## src/common/rtor_map.svh

```systemverilog
/*
 * Register map, field positions and reset values of the real-time output router.
 * Assumes inclusion by bare name; definitions only.
 */
`ifndef RTOR_MAP_SVH
`define RTOR_MAP_SVH

`define RTOR_ADDR_W          20
`define RTOR_OFS_SRC_SEL     20'hF_01C0
`define RTOR_OFS_CUT_EN      20'hF_01C1
`define RTOR_OFS_CTRL_LOW    20'hF_01C2
`define RTOR_OFS_CTRL_HIGH   20'hF_01C3
`define RTOR_OFS_CUT_STATE   20'hF_01C4
`define RTOR_OFS_CUT_STATUS  20'hF_01C5
`define RTOR_RESET_VAL       8'h00
`define RTOR_ENA_LSB         0
`define RTOR_INV_LSB         4
`define RTOR_FLAG_BIT        1
`define RTOR_CLR_BIT         0

`endif

```

## src/common/rtor_pkg.sv

```systemverilog
/*
 * Types of the real-time output router.
 * Assumes rtor_map.svh is on the include path.
 */
package rtor_pkg;
    // Per-group state chosen while a cutoff is active
    typedef enum logic [1:0] {
        CUT_HIZ,
        CUT_LOW,
        CUT_HIGH,
        CUT_NONE
    } rtor_cut_type;
    // Register selector decoded from the bus address
    typedef enum logic [2:0] {
        SEL_SRC,
        SEL_CUT_EN,
        SEL_CTRL_LOW,
        SEL_CTRL_HIGH,
        SEL_CUT_STATE,
        SEL_CUT_STATUS,
        SEL_NONE
    } rtor_sel_type;
endpackage

```

## src/core/rtor_top.sv

```systemverilog
/*
 * Real-time output router: eight output pins, each sourced from one of two
 * timer waveforms, optionally inverted, gated, and overridden by a forced cutoff.
 * Assumes a synchronous CPU byte bus with a bit-write mask, and timer
 * waveforms and the cutoff event synchronous to I_SYS_CLK.
 */
`timescale 1ns/100ps
`include "rtor_map.svh"
module rtor_top
    import rtor_pkg::*;
(
    input  wire logic                     I_SYS_CLK,
    input  wire logic                     I_NRST,
    input  wire logic                     I_CLK_EN,
    input  wire logic [`RTOR_ADDR_W-1:0]  I_ADDR,
    input  wire logic                     I_WR,
    input  wire logic                     I_RD,
    input  wire logic [7:0]               I_WMASK,
    input  wire logic [7:0]               I_WDATA,
    input  wire logic [7:0]               I_TIMER_WAVE_A,
    input  wire logic [7:0]               I_TIMER_WAVE_B,
    input  wire logic                     I_EXTERNAL_CUTOFF_EVENT,
    output logic      [7:0]               O_RDATA,
    output logic      [7:0]               O_PIN_OUT,
    output logic      [7:0]               O_PIN_OE
);

    ////////////////////////////////////////////////////////////////////////////
    // Reset release

    logic [1:0] rst_sync_r;
    logic       rst_n;

    // Two stages so release is clean against the clock
    always_ff @(posedge I_SYS_CLK or negedge I_NRST) begin
        if (!I_NRST) begin
            rst_sync_r <= 2'h0;
        end else begin
            rst_sync_r <= {rst_sync_r[0], 1'b1};
        end
    end
    assign rst_n = rst_sync_r[1];

    ////////////////////////////////////////////////////////////////////////////
    // Register decode

    rtor_sel_type sel;
    logic [7:0]   src_sel_r;
    logic [7:0]   cut_en_r;
    logic [7:0]   ctrl_low_r;
    logic [7:0]   ctrl_high_r;
    logic [7:0]   cut_state_r;
    logic         cut_flag_r;

    always_comb begin
        unique case (I_ADDR)
            `RTOR_OFS_SRC_SEL:    sel = SEL_SRC;
            `RTOR_OFS_CUT_EN:     sel = SEL_CUT_EN;
            `RTOR_OFS_CTRL_LOW:   sel = SEL_CTRL_LOW;
            `RTOR_OFS_CTRL_HIGH:  sel = SEL_CTRL_HIGH;
            `RTOR_OFS_CUT_STATE:  sel = SEL_CUT_STATE;
            `RTOR_OFS_CUT_STATUS: sel = SEL_CUT_STATUS;
            default:              sel = SEL_NONE;
        endcase
    end

    // Masked write helper: only bits set in the mask change
    function automatic logic [7:0] merge(input logic [7:0] old_v);
        merge = (old_v & ~I_WMASK) | (I_WDATA & I_WMASK);
    endfunction

    ////////////////////////////////////////////////////////////////////////////
    // Control registers

    // byte or bit writes via mask
    always_ff @(posedge I_SYS_CLK or negedge rst_n) begin
        if (!rst_n) begin
            src_sel_r   <= `RTOR_RESET_VAL;
            cut_en_r    <= `RTOR_RESET_VAL;
            ctrl_low_r  <= `RTOR_RESET_VAL;
            ctrl_high_r <= `RTOR_RESET_VAL;
            cut_state_r <= `RTOR_RESET_VAL;
        end else if (I_CLK_EN && I_WR) begin
            unique case (sel)
                SEL_SRC:       src_sel_r   <= merge(src_sel_r);
                SEL_CUT_EN:    cut_en_r    <= merge(cut_en_r);
                SEL_CTRL_LOW:  ctrl_low_r  <= merge(ctrl_low_r);
                SEL_CTRL_HIGH: ctrl_high_r <= merge(ctrl_high_r);
                SEL_CUT_STATE: cut_state_r <= merge(cut_state_r);
                default: ;
            endcase
        end
    end

    ////////////////////////////////////////////////////////////////////////////
    // Cutoff status flag

    logic clr_req;
    assign clr_req = I_WR && (sel == SEL_CUT_STATUS)
                     && I_WMASK[`RTOR_CLR_BIT] && I_WDATA[`RTOR_CLR_BIT];

    // write-one clears; a new event in the same cycle wins
    always_ff @(posedge I_SYS_CLK or negedge rst_n) begin
        if (!rst_n) begin
            cut_flag_r <= 1'b0;
        end else if (I_CLK_EN) begin
            if (I_EXTERNAL_CUTOFF_EVENT) begin
                cut_flag_r <= 1'b1;
            end else if (clr_req && cut_flag_r) begin
                cut_flag_r <= 1'b0;
            end
        end
    end

    // Read data is registered; clear bit and upper status bits read zero
    always_ff @(posedge I_SYS_CLK or negedge rst_n) begin
        if (!rst_n) begin
            O_RDATA <= 8'h00;
        end else if (I_CLK_EN && I_RD) begin
            unique case (sel)
                SEL_SRC:        O_RDATA <= src_sel_r;
                SEL_CUT_EN:     O_RDATA <= cut_en_r;
                SEL_CTRL_LOW:   O_RDATA <= ctrl_low_r;
                SEL_CTRL_HIGH:  O_RDATA <= ctrl_high_r;
                SEL_CUT_STATE:  O_RDATA <= cut_state_r;
                SEL_CUT_STATUS: O_RDATA <= {6'h00, cut_flag_r, 1'b0};
                default:        O_RDATA <= 8'h00;
            endcase
        end
    end

    ////////////////////////////////////////////////////////////////////////////
    // Output paths

    logic [7:0] pin_nxt;
    logic [7:0] oe_nxt;
    logic [7:0] ena_all;
    logic [7:0] inv_all;

    assign ena_all = {ctrl_high_r[`RTOR_ENA_LSB +: 4], ctrl_low_r[`RTOR_ENA_LSB +: 4]};
    assign inv_all = {ctrl_high_r[`RTOR_INV_LSB +: 4], ctrl_low_r[`RTOR_INV_LSB +: 4]};

    for (genvar ch = 0; ch < 8; ch++) begin : g_ch
        rtor_cut_type mode;
        logic         wave;
        // Group of each channel: 0-2 in group 0, 3-5 in group 2, 6 in group 1, 7 in group 3
        localparam int GRP = (ch <= 2) ? 0 : (ch <= 5) ? 2 : (ch == 6) ? 1 : 3;
        assign mode = rtor_cut_type'(cut_state_r[2*GRP +: 2]);
        assign wave = src_sel_r[ch] ? I_TIMER_WAVE_B[ch] : I_TIMER_WAVE_A[ch];
        always_comb begin
            pin_nxt[ch] = (wave ^ inv_all[ch]) & ena_all[ch];
            oe_nxt[ch]  = ena_all[ch];
            if (cut_flag_r && cut_en_r[ch]) begin
                unique case (mode)
                    CUT_HIZ:  begin pin_nxt[ch] = 1'b0; oe_nxt[ch] = 1'b0; end
                    CUT_LOW:  begin pin_nxt[ch] = 1'b0; oe_nxt[ch] = 1'b1; end
                    CUT_HIGH: begin pin_nxt[ch] = 1'b1; oe_nxt[ch] = 1'b1; end
                    CUT_NONE: ;
                endcase
            end
        end
    end

    // Pins registered so outputs are glitch free toward the driver stage
    always_ff @(posedge I_SYS_CLK or negedge rst_n) begin
        if (!rst_n) begin
            O_PIN_OUT <= 8'h00;
            O_PIN_OE  <= 8'h00;
        end else if (I_CLK_EN) begin
            O_PIN_OUT <= pin_nxt;
            O_PIN_OE  <= oe_nxt;
        end
    end

    ////////////////////////////////////////////////////////////////////////////
    // Checks

    cut_set_a: assert property (@(posedge I_SYS_CLK) disable iff (!rst_n)
        I_CLK_EN && I_EXTERNAL_CUTOFF_EVENT |=> cut_flag_r)
        else $error("cutoff flag not set by event");
    cut_clr_a: assert property (@(posedge I_SYS_CLK) disable iff (!rst_n)
        I_CLK_EN && clr_req && cut_flag_r && !I_EXTERNAL_CUTOFF_EVENT |=> !cut_flag_r)
        else $error("cutoff flag not cleared");
    reset_zero_a: assert property (@(posedge I_SYS_CLK)
        $rose(rst_n) |-> (src_sel_r == 8'h00) && (cut_en_r == 8'h00)
            && (ctrl_low_r == 8'h00) && (ctrl_high_r == 8'h00)
            && (cut_state_r == 8'h00) && !cut_flag_r)
        else $error("registers not zero after reset");
    bit_write_a: assert property (@(posedge I_SYS_CLK) disable iff (!rst_n)
        I_CLK_EN && I_WR && sel == SEL_SRC
            |=> ((src_sel_r ^ $past(src_sel_r)) & ~$past(I_WMASK)) == 8'h00)
        else $error("masked write touched other bits");
    // disabled channel 0 never driven without cutoff
    out_disable_a: assert property (@(posedge I_SYS_CLK) disable iff (!rst_n)
        I_CLK_EN && !ena_all[0] && !cut_flag_r |=> !O_PIN_OE[0] && !O_PIN_OUT[0])
        else $error("disabled output driven");
    // source and inversion path on channel 0
    src_path_a: assert property (@(posedge I_SYS_CLK) disable iff (!rst_n)
        I_CLK_EN && ena_all[0] && !cut_flag_r |=> O_PIN_OUT[0] ==
            (($past(src_sel_r[0]) ? $past(I_TIMER_WAVE_B[0]) : $past(I_TIMER_WAVE_A[0]))
            ^ $past(inv_all[0])))
        else $error("channel 0 path wrong");
    cut_ignore_a: assert property (@(posedge I_SYS_CLK) disable iff (!rst_n)
        I_CLK_EN && !cut_en_r[7] |=> O_PIN_OE[7] == $past(ena_all[7]))
        else $error("cutoff applied to unenabled channel");
    // high code drives channel 7 high
    cut_high_a: assert property (@(posedge I_SYS_CLK) disable iff (!rst_n)
        I_CLK_EN && cut_flag_r && cut_en_r[7] && cut_state_r[7:6] == 2'h2
            |=> O_PIN_OUT[7] && O_PIN_OE[7])
        else $error("cutoff high state wrong");
    cut_hiz_a: assert property (@(posedge I_SYS_CLK) disable iff (!rst_n)
        I_CLK_EN && cut_flag_r && cut_en_r[3] && cut_state_r[5:4] == 2'h0 |=> !O_PIN_OE[3])
        else $error("cutoff float state wrong");

endmodule

```

## config.mk

```make
export PLATFORM = sky130hd
export DESIGN_NAME = rtor_top
export DESIGN_NICKNAME = d
export VERILOG_FILES = /design/src/common/rtor_pkg.sv /design/src/core/rtor_top.sv
export VERILOG_INCLUDE_DIRS = /design/src /design/src/common
export SDC_FILE = /design/constraint.sdc
export NUM_CORES = 1
export LEC_CHECK = 0
export ABC_AREA = 1
export ABC_CLOCK_PERIOD_IN_PS = 2300
export BUFFER_PORTS_ARGS = -buffer_cell sky130_fd_sc_hd__buf_4
export CAP_MARGIN = 20
export CORE_ASPECT_RATIO = 0.5
export CORE_MARGIN = 2
export CORE_UTILIZATION = 54
export DETAILED_ROUTE_END_ITERATION = 7
export PLACE_DENSITY = 0.79
export REMOVE_ABC_BUFFERS = 1
export SYNTH_ARGS = -nofsm -noshare
export SYNTH_HDL_FRONTEND = slang
export SYNTH_SLANG_ARGS = --single-unit
```

## constraint.sdc

```tcl
create_clock -name I_SYS_CLK -period 2.3 [get_ports I_SYS_CLK]
set_input_delay 0.46 -clock I_SYS_CLK [delete_from_list [all_inputs] [get_ports I_SYS_CLK]]
set_output_delay 0.46 -clock I_SYS_CLK [all_outputs]
set_load 0.02 [all_outputs]
```

== After elaboration in Yosys (flattened, before gate mapping) ==
Index checks and enable logic that the tools add are counted.
Storage, ports and cells
  register bits after elaboration: 67
  bits in latches: 0
  bits in writable memories: 0
  bits in read-only memories: 0
  input port bits: 58
  output and inout bits: 24
  memories kept: 0
Cells by class
  $add $sub $neg: 0
  multipliers: 0
  div/mod/pow operators: 0
  magnitude comparators: 0
  equality and inequality tests: 19
  shift-type cells: 0
  multiplexer cells: 44
  bitwise logic cells: 28
  reductions and logical operators: 34
Operators by type and width (count)
  equality test 20 bit, second input constant: 6
  AND 8 bit: 6
  case mux 8 bit (6 select lines): 1
  bitwise OR 8 bit: 5
  case mux 1 bit (2 select lines): 16
  two-way mux 1 bit: 26
  case mux 3 bit (6 select lines): 1
  OR reduction 2 bit: 8
  logical AND 1 bit: 14
  AND reduction 2 bit: 6
  AND 1 bit: 8
  equality test 2 x 1 -> 1 bit, second input constant: 4
  equality test 2 bit, second input constant: 4
  logical NOT 2 bit: 4
  NOT 8 bit: 1
  XOR 1 bit: 8
  equality test 3 x 2 -> 1 bit, second input constant: 2
  equality test 3 bit, second input constant: 2
  equality test 3 x 1 -> 1 bit, second input constant: 1
  logical NOT 3 bit: 1
  nonzero test 2 bit: 1

== Logic depth before layout (Yosys ltp) ==
  depth in word-level cells: 9
  gate-level depth with buffers: 16
  depth with buffers taken out: 15

== Worst setup path before layout ==
OpenSTA, ideal clock, no wires.
  kind: in2reg
  start: in I_ADDR[5]
  end: reg (tool-made name)
  data arrival time: 2153 ps
  slack: 20 ps
  cell stages on the path: 13
  path buffers: 0
  cells stage by stage: nor2_1 -> nand2_2 -> nor2_2 -> nand2_2 -> nor2_4 -> inv_1 -> ha_1 -> nand2_4 -> nand4_4 -> nor2_8 -> inv_6 -> o21ai_2 -> o21ai_0
RTL lines
  start, declared: RTL line rtor_top.sv:15  | input wire logic [`RTOR_ADDR_W-1:0] I_ADDR,

==> results.json <==
{
  "drive_above_1_share": 0.227,
  "wl_per_cell_um": 14.9,
  "fin_crit_ns": 2.08,
  "h-tree-depth": 3,
  "layout_common_cells": "nand2_1, buf_4, nor2_1, inv_1, dfrtp_1",
  "p_leak_nw": 2.83,
  "pin_count": 82,
  "peakVddDrop_v": 0.000555,
  "fin_ws_ns": 0.221,
  "avgSynthCellArea_um2": 7.41,
  "synthesis.area_um2": 4100,
  "dp_hpwl_um": 8640,
  "setup_viol": 0,
  "die_w_um": 127,
  "wl_um": 11400,
  "gp_congestion": 0.917,
  "cts_tree": "built",
  "place_ws_ns": -0.126,
  "slew_violations": 0,
  "ys_types": 34,
  "fmax_mhz": 481,
  "grt.total_usage": 0.294,
  "grt_antenna_before_repair": 0,
  "status": "finished, final reports clean",
  "final_area_um2": 5310,
  "synth_cells": 553,
  "whs_ns": 0.265,
  "antennaDiodeCount": 0,
  "synth.yosys.seq_area_share": 0.409,
  "grt_pass1_vias": 3879,
  "clock_path_buffers": 2,
  "p_total_w": 0.00283,
  "p_per_area_nw_per_um2": 532,
  "ys_ff_latch": 67,
  "worstPathMaxFanout": 8,
  "grt_max_degree": 66,
  "coreArea_um2": 7350,
  "drtIter0Drc": 293,
  "via_per_inst": 5.31,
  "cts.reportedPaths.clkPinSlew_ns": 0.05,
  "path_class": "in2reg",
  "num_rows": 22,
  "startpoint_type": "input port",
  "max_cap_violations": 0,
  "antenna_left": 0,
  "syn2layout_area_growth_pct": 29.6,
  "synth-edff-count": 0,
  "cts.sinks": 67,
  "vias": 4065,
  "clockRootBuffer": "clkbuf_16",
  "path_cells": "buf_4 > nor2_1 > nand2_1 > nor2_2 > nand2_2 > nor2_4 > inv_1 > ha_1 > nand2_4 > nand3_2 > nor2_4 > nand2_1 > nand2_1 > o21ai_1",
  "hold_viol": 0,
  "tns_ns": 0,
  "final_nets": 736,
  "start_util": 0.558,
  "slowest_stage": "nor2_4",
  "ys.flop_type": "dfrtp_1",
  "critical_path_buf_inv_count": 2,
  "synthArstFlopShare": 1.00,
  "clk_latency_ns": 0.33,
  "cts-buffers-inserted": 9,
  "crit_family": "simple AND/OR/NAND/NOR gates",
  "dr.pass1.iters": 5,
  "port_buffers": 81,
  "min_path_type": "reg2async",
  "finalClockSkew_ns": 0.00550,
  "crit_required_ns": 2.52,
  "end_kind": "flip-flop",
  "period_share": 0.904,
  "place_area_um2": 5010,
  "grt_overflow_total": 0,
  "rsz0062_at_grt": "no",
  "die_area_um2": 8350,
  "die-height_um": 65.6,
  "worst_path_most_repeated_cell": "nand2_1",
  "crit_arrival_ns": 2.30,
  "final_common_cell": "nand2_1",
  "yosys_warnings": 0,
  "drc": 0,
  "max_stage_delay_ns": 0.29,
  "grt_pass1_wl_um": 18600
}
where the power goes:
part / switching, W / internal [W]
logic: 0.000148 / 0.000116
clock network: 0.000490 / 0.000868
registers: 0.00000954 / 0.00120
total: 0.000647 / 0.00218
cell type report:
cell class,count,area (um2)
multi-input cells,389,2050
fillers,610,2040
flip-flops and latches,67,1680
repair buffers,109,833
inverters,89,339
clock buffers,14,254
well taps,96,120
clock inverters,2,35.0
metrics by stage:
step / instances / util
2_1_floorplan: 545 / -
3_3_place_gp: 749 / 0.681
3_5_place_dp: 749 / 0.681
4_1_cts: 766 / 0.722
5_1_grt: 766 / 0.723
6_report: 766 / 0.723
layer usage:
metal  track usage  part of all wire  vias up
met4        0.0893             0.017        0
met3        0.0896              0.10       23
li1              -                 -     1991
met5             0                 0        -
met2         0.470              0.45      189
met1         0.390              0.43     1862
cell usage after synthesis, types with 3 or more instances:
master / instances / area, um2
clkbuf_1: 3 / 11.3
nor2_1: 90 / 338
nor2_2: 6 / 37.5
a31oi_1: 6 / 37.5
nor2_4: 3 / 33.8
inv_1: 87 / 327
nor3_1: 13 / 65.1
nand2_2: 3 / 18.8
nand2_1: 126 / 473
o21ai_1: 12 / 60.1
xor2_1: 8 / 70.1
buf_2: 5 / 25.0
nand4_1: 14 / 87.6
nand3_1: 15 / 75.1
dfrtp_1: 67 / 1680
mux2i_1: 8 / 80.1
o21ai_2: 9 / 78.8
o21ai_0: 32 / 160
ha_1: 13 / 163
a21oi_1: 14 / 70.1
cells by family (layout without fill, tap and decap cells):
| group | Yosys count | count (layout) | share of synthesized area |
|---|---|---|---|
| fa+ha+maj | 13 | 13 | 0.0397 |
| xor+xnor | 8 | 8 | 0.0171 |
| simple gates | 278 | 278 | 0.305 |
| buf+inv | 97 | 214 | 0.0915 |
| other cells | 1 | 1 | 0.000915 |
| flops | 67 | 67 | 0.409 |
| mux | 8 | 8 | 0.0195 |
| compound gates | 81 | 81 | 0.117 |
repair_timing:
action	in CTS	in global routing
buffers inserted	0	0
hold endpoints to repair	2	0
resized for setup	0	1
setup endpoints to repair	0	1
hold buffers	1	0
final timing paths:
kind	end	cells after the start	start	slack, ns
max reg2reg	O_PIN_OUT[6]	5	cut_flag_r	0.81
min reg2reg	asynchronous set/reset pin	1	rst_sync_r[1]	0.27
max in group asynchronous	asynchronous set/reset pin	1	rst_sync_r[1]	1.74
min	asynchronous set/reset pin	1	rst_sync_r[1]	0.27
max	flip-flop	14	I_ADDR[9]	0.22
min in group I_SYS_CLK	rst_sync_r[1]	0	rst_sync_r[0]	0.35
Power figures use the tool's default switching activity.
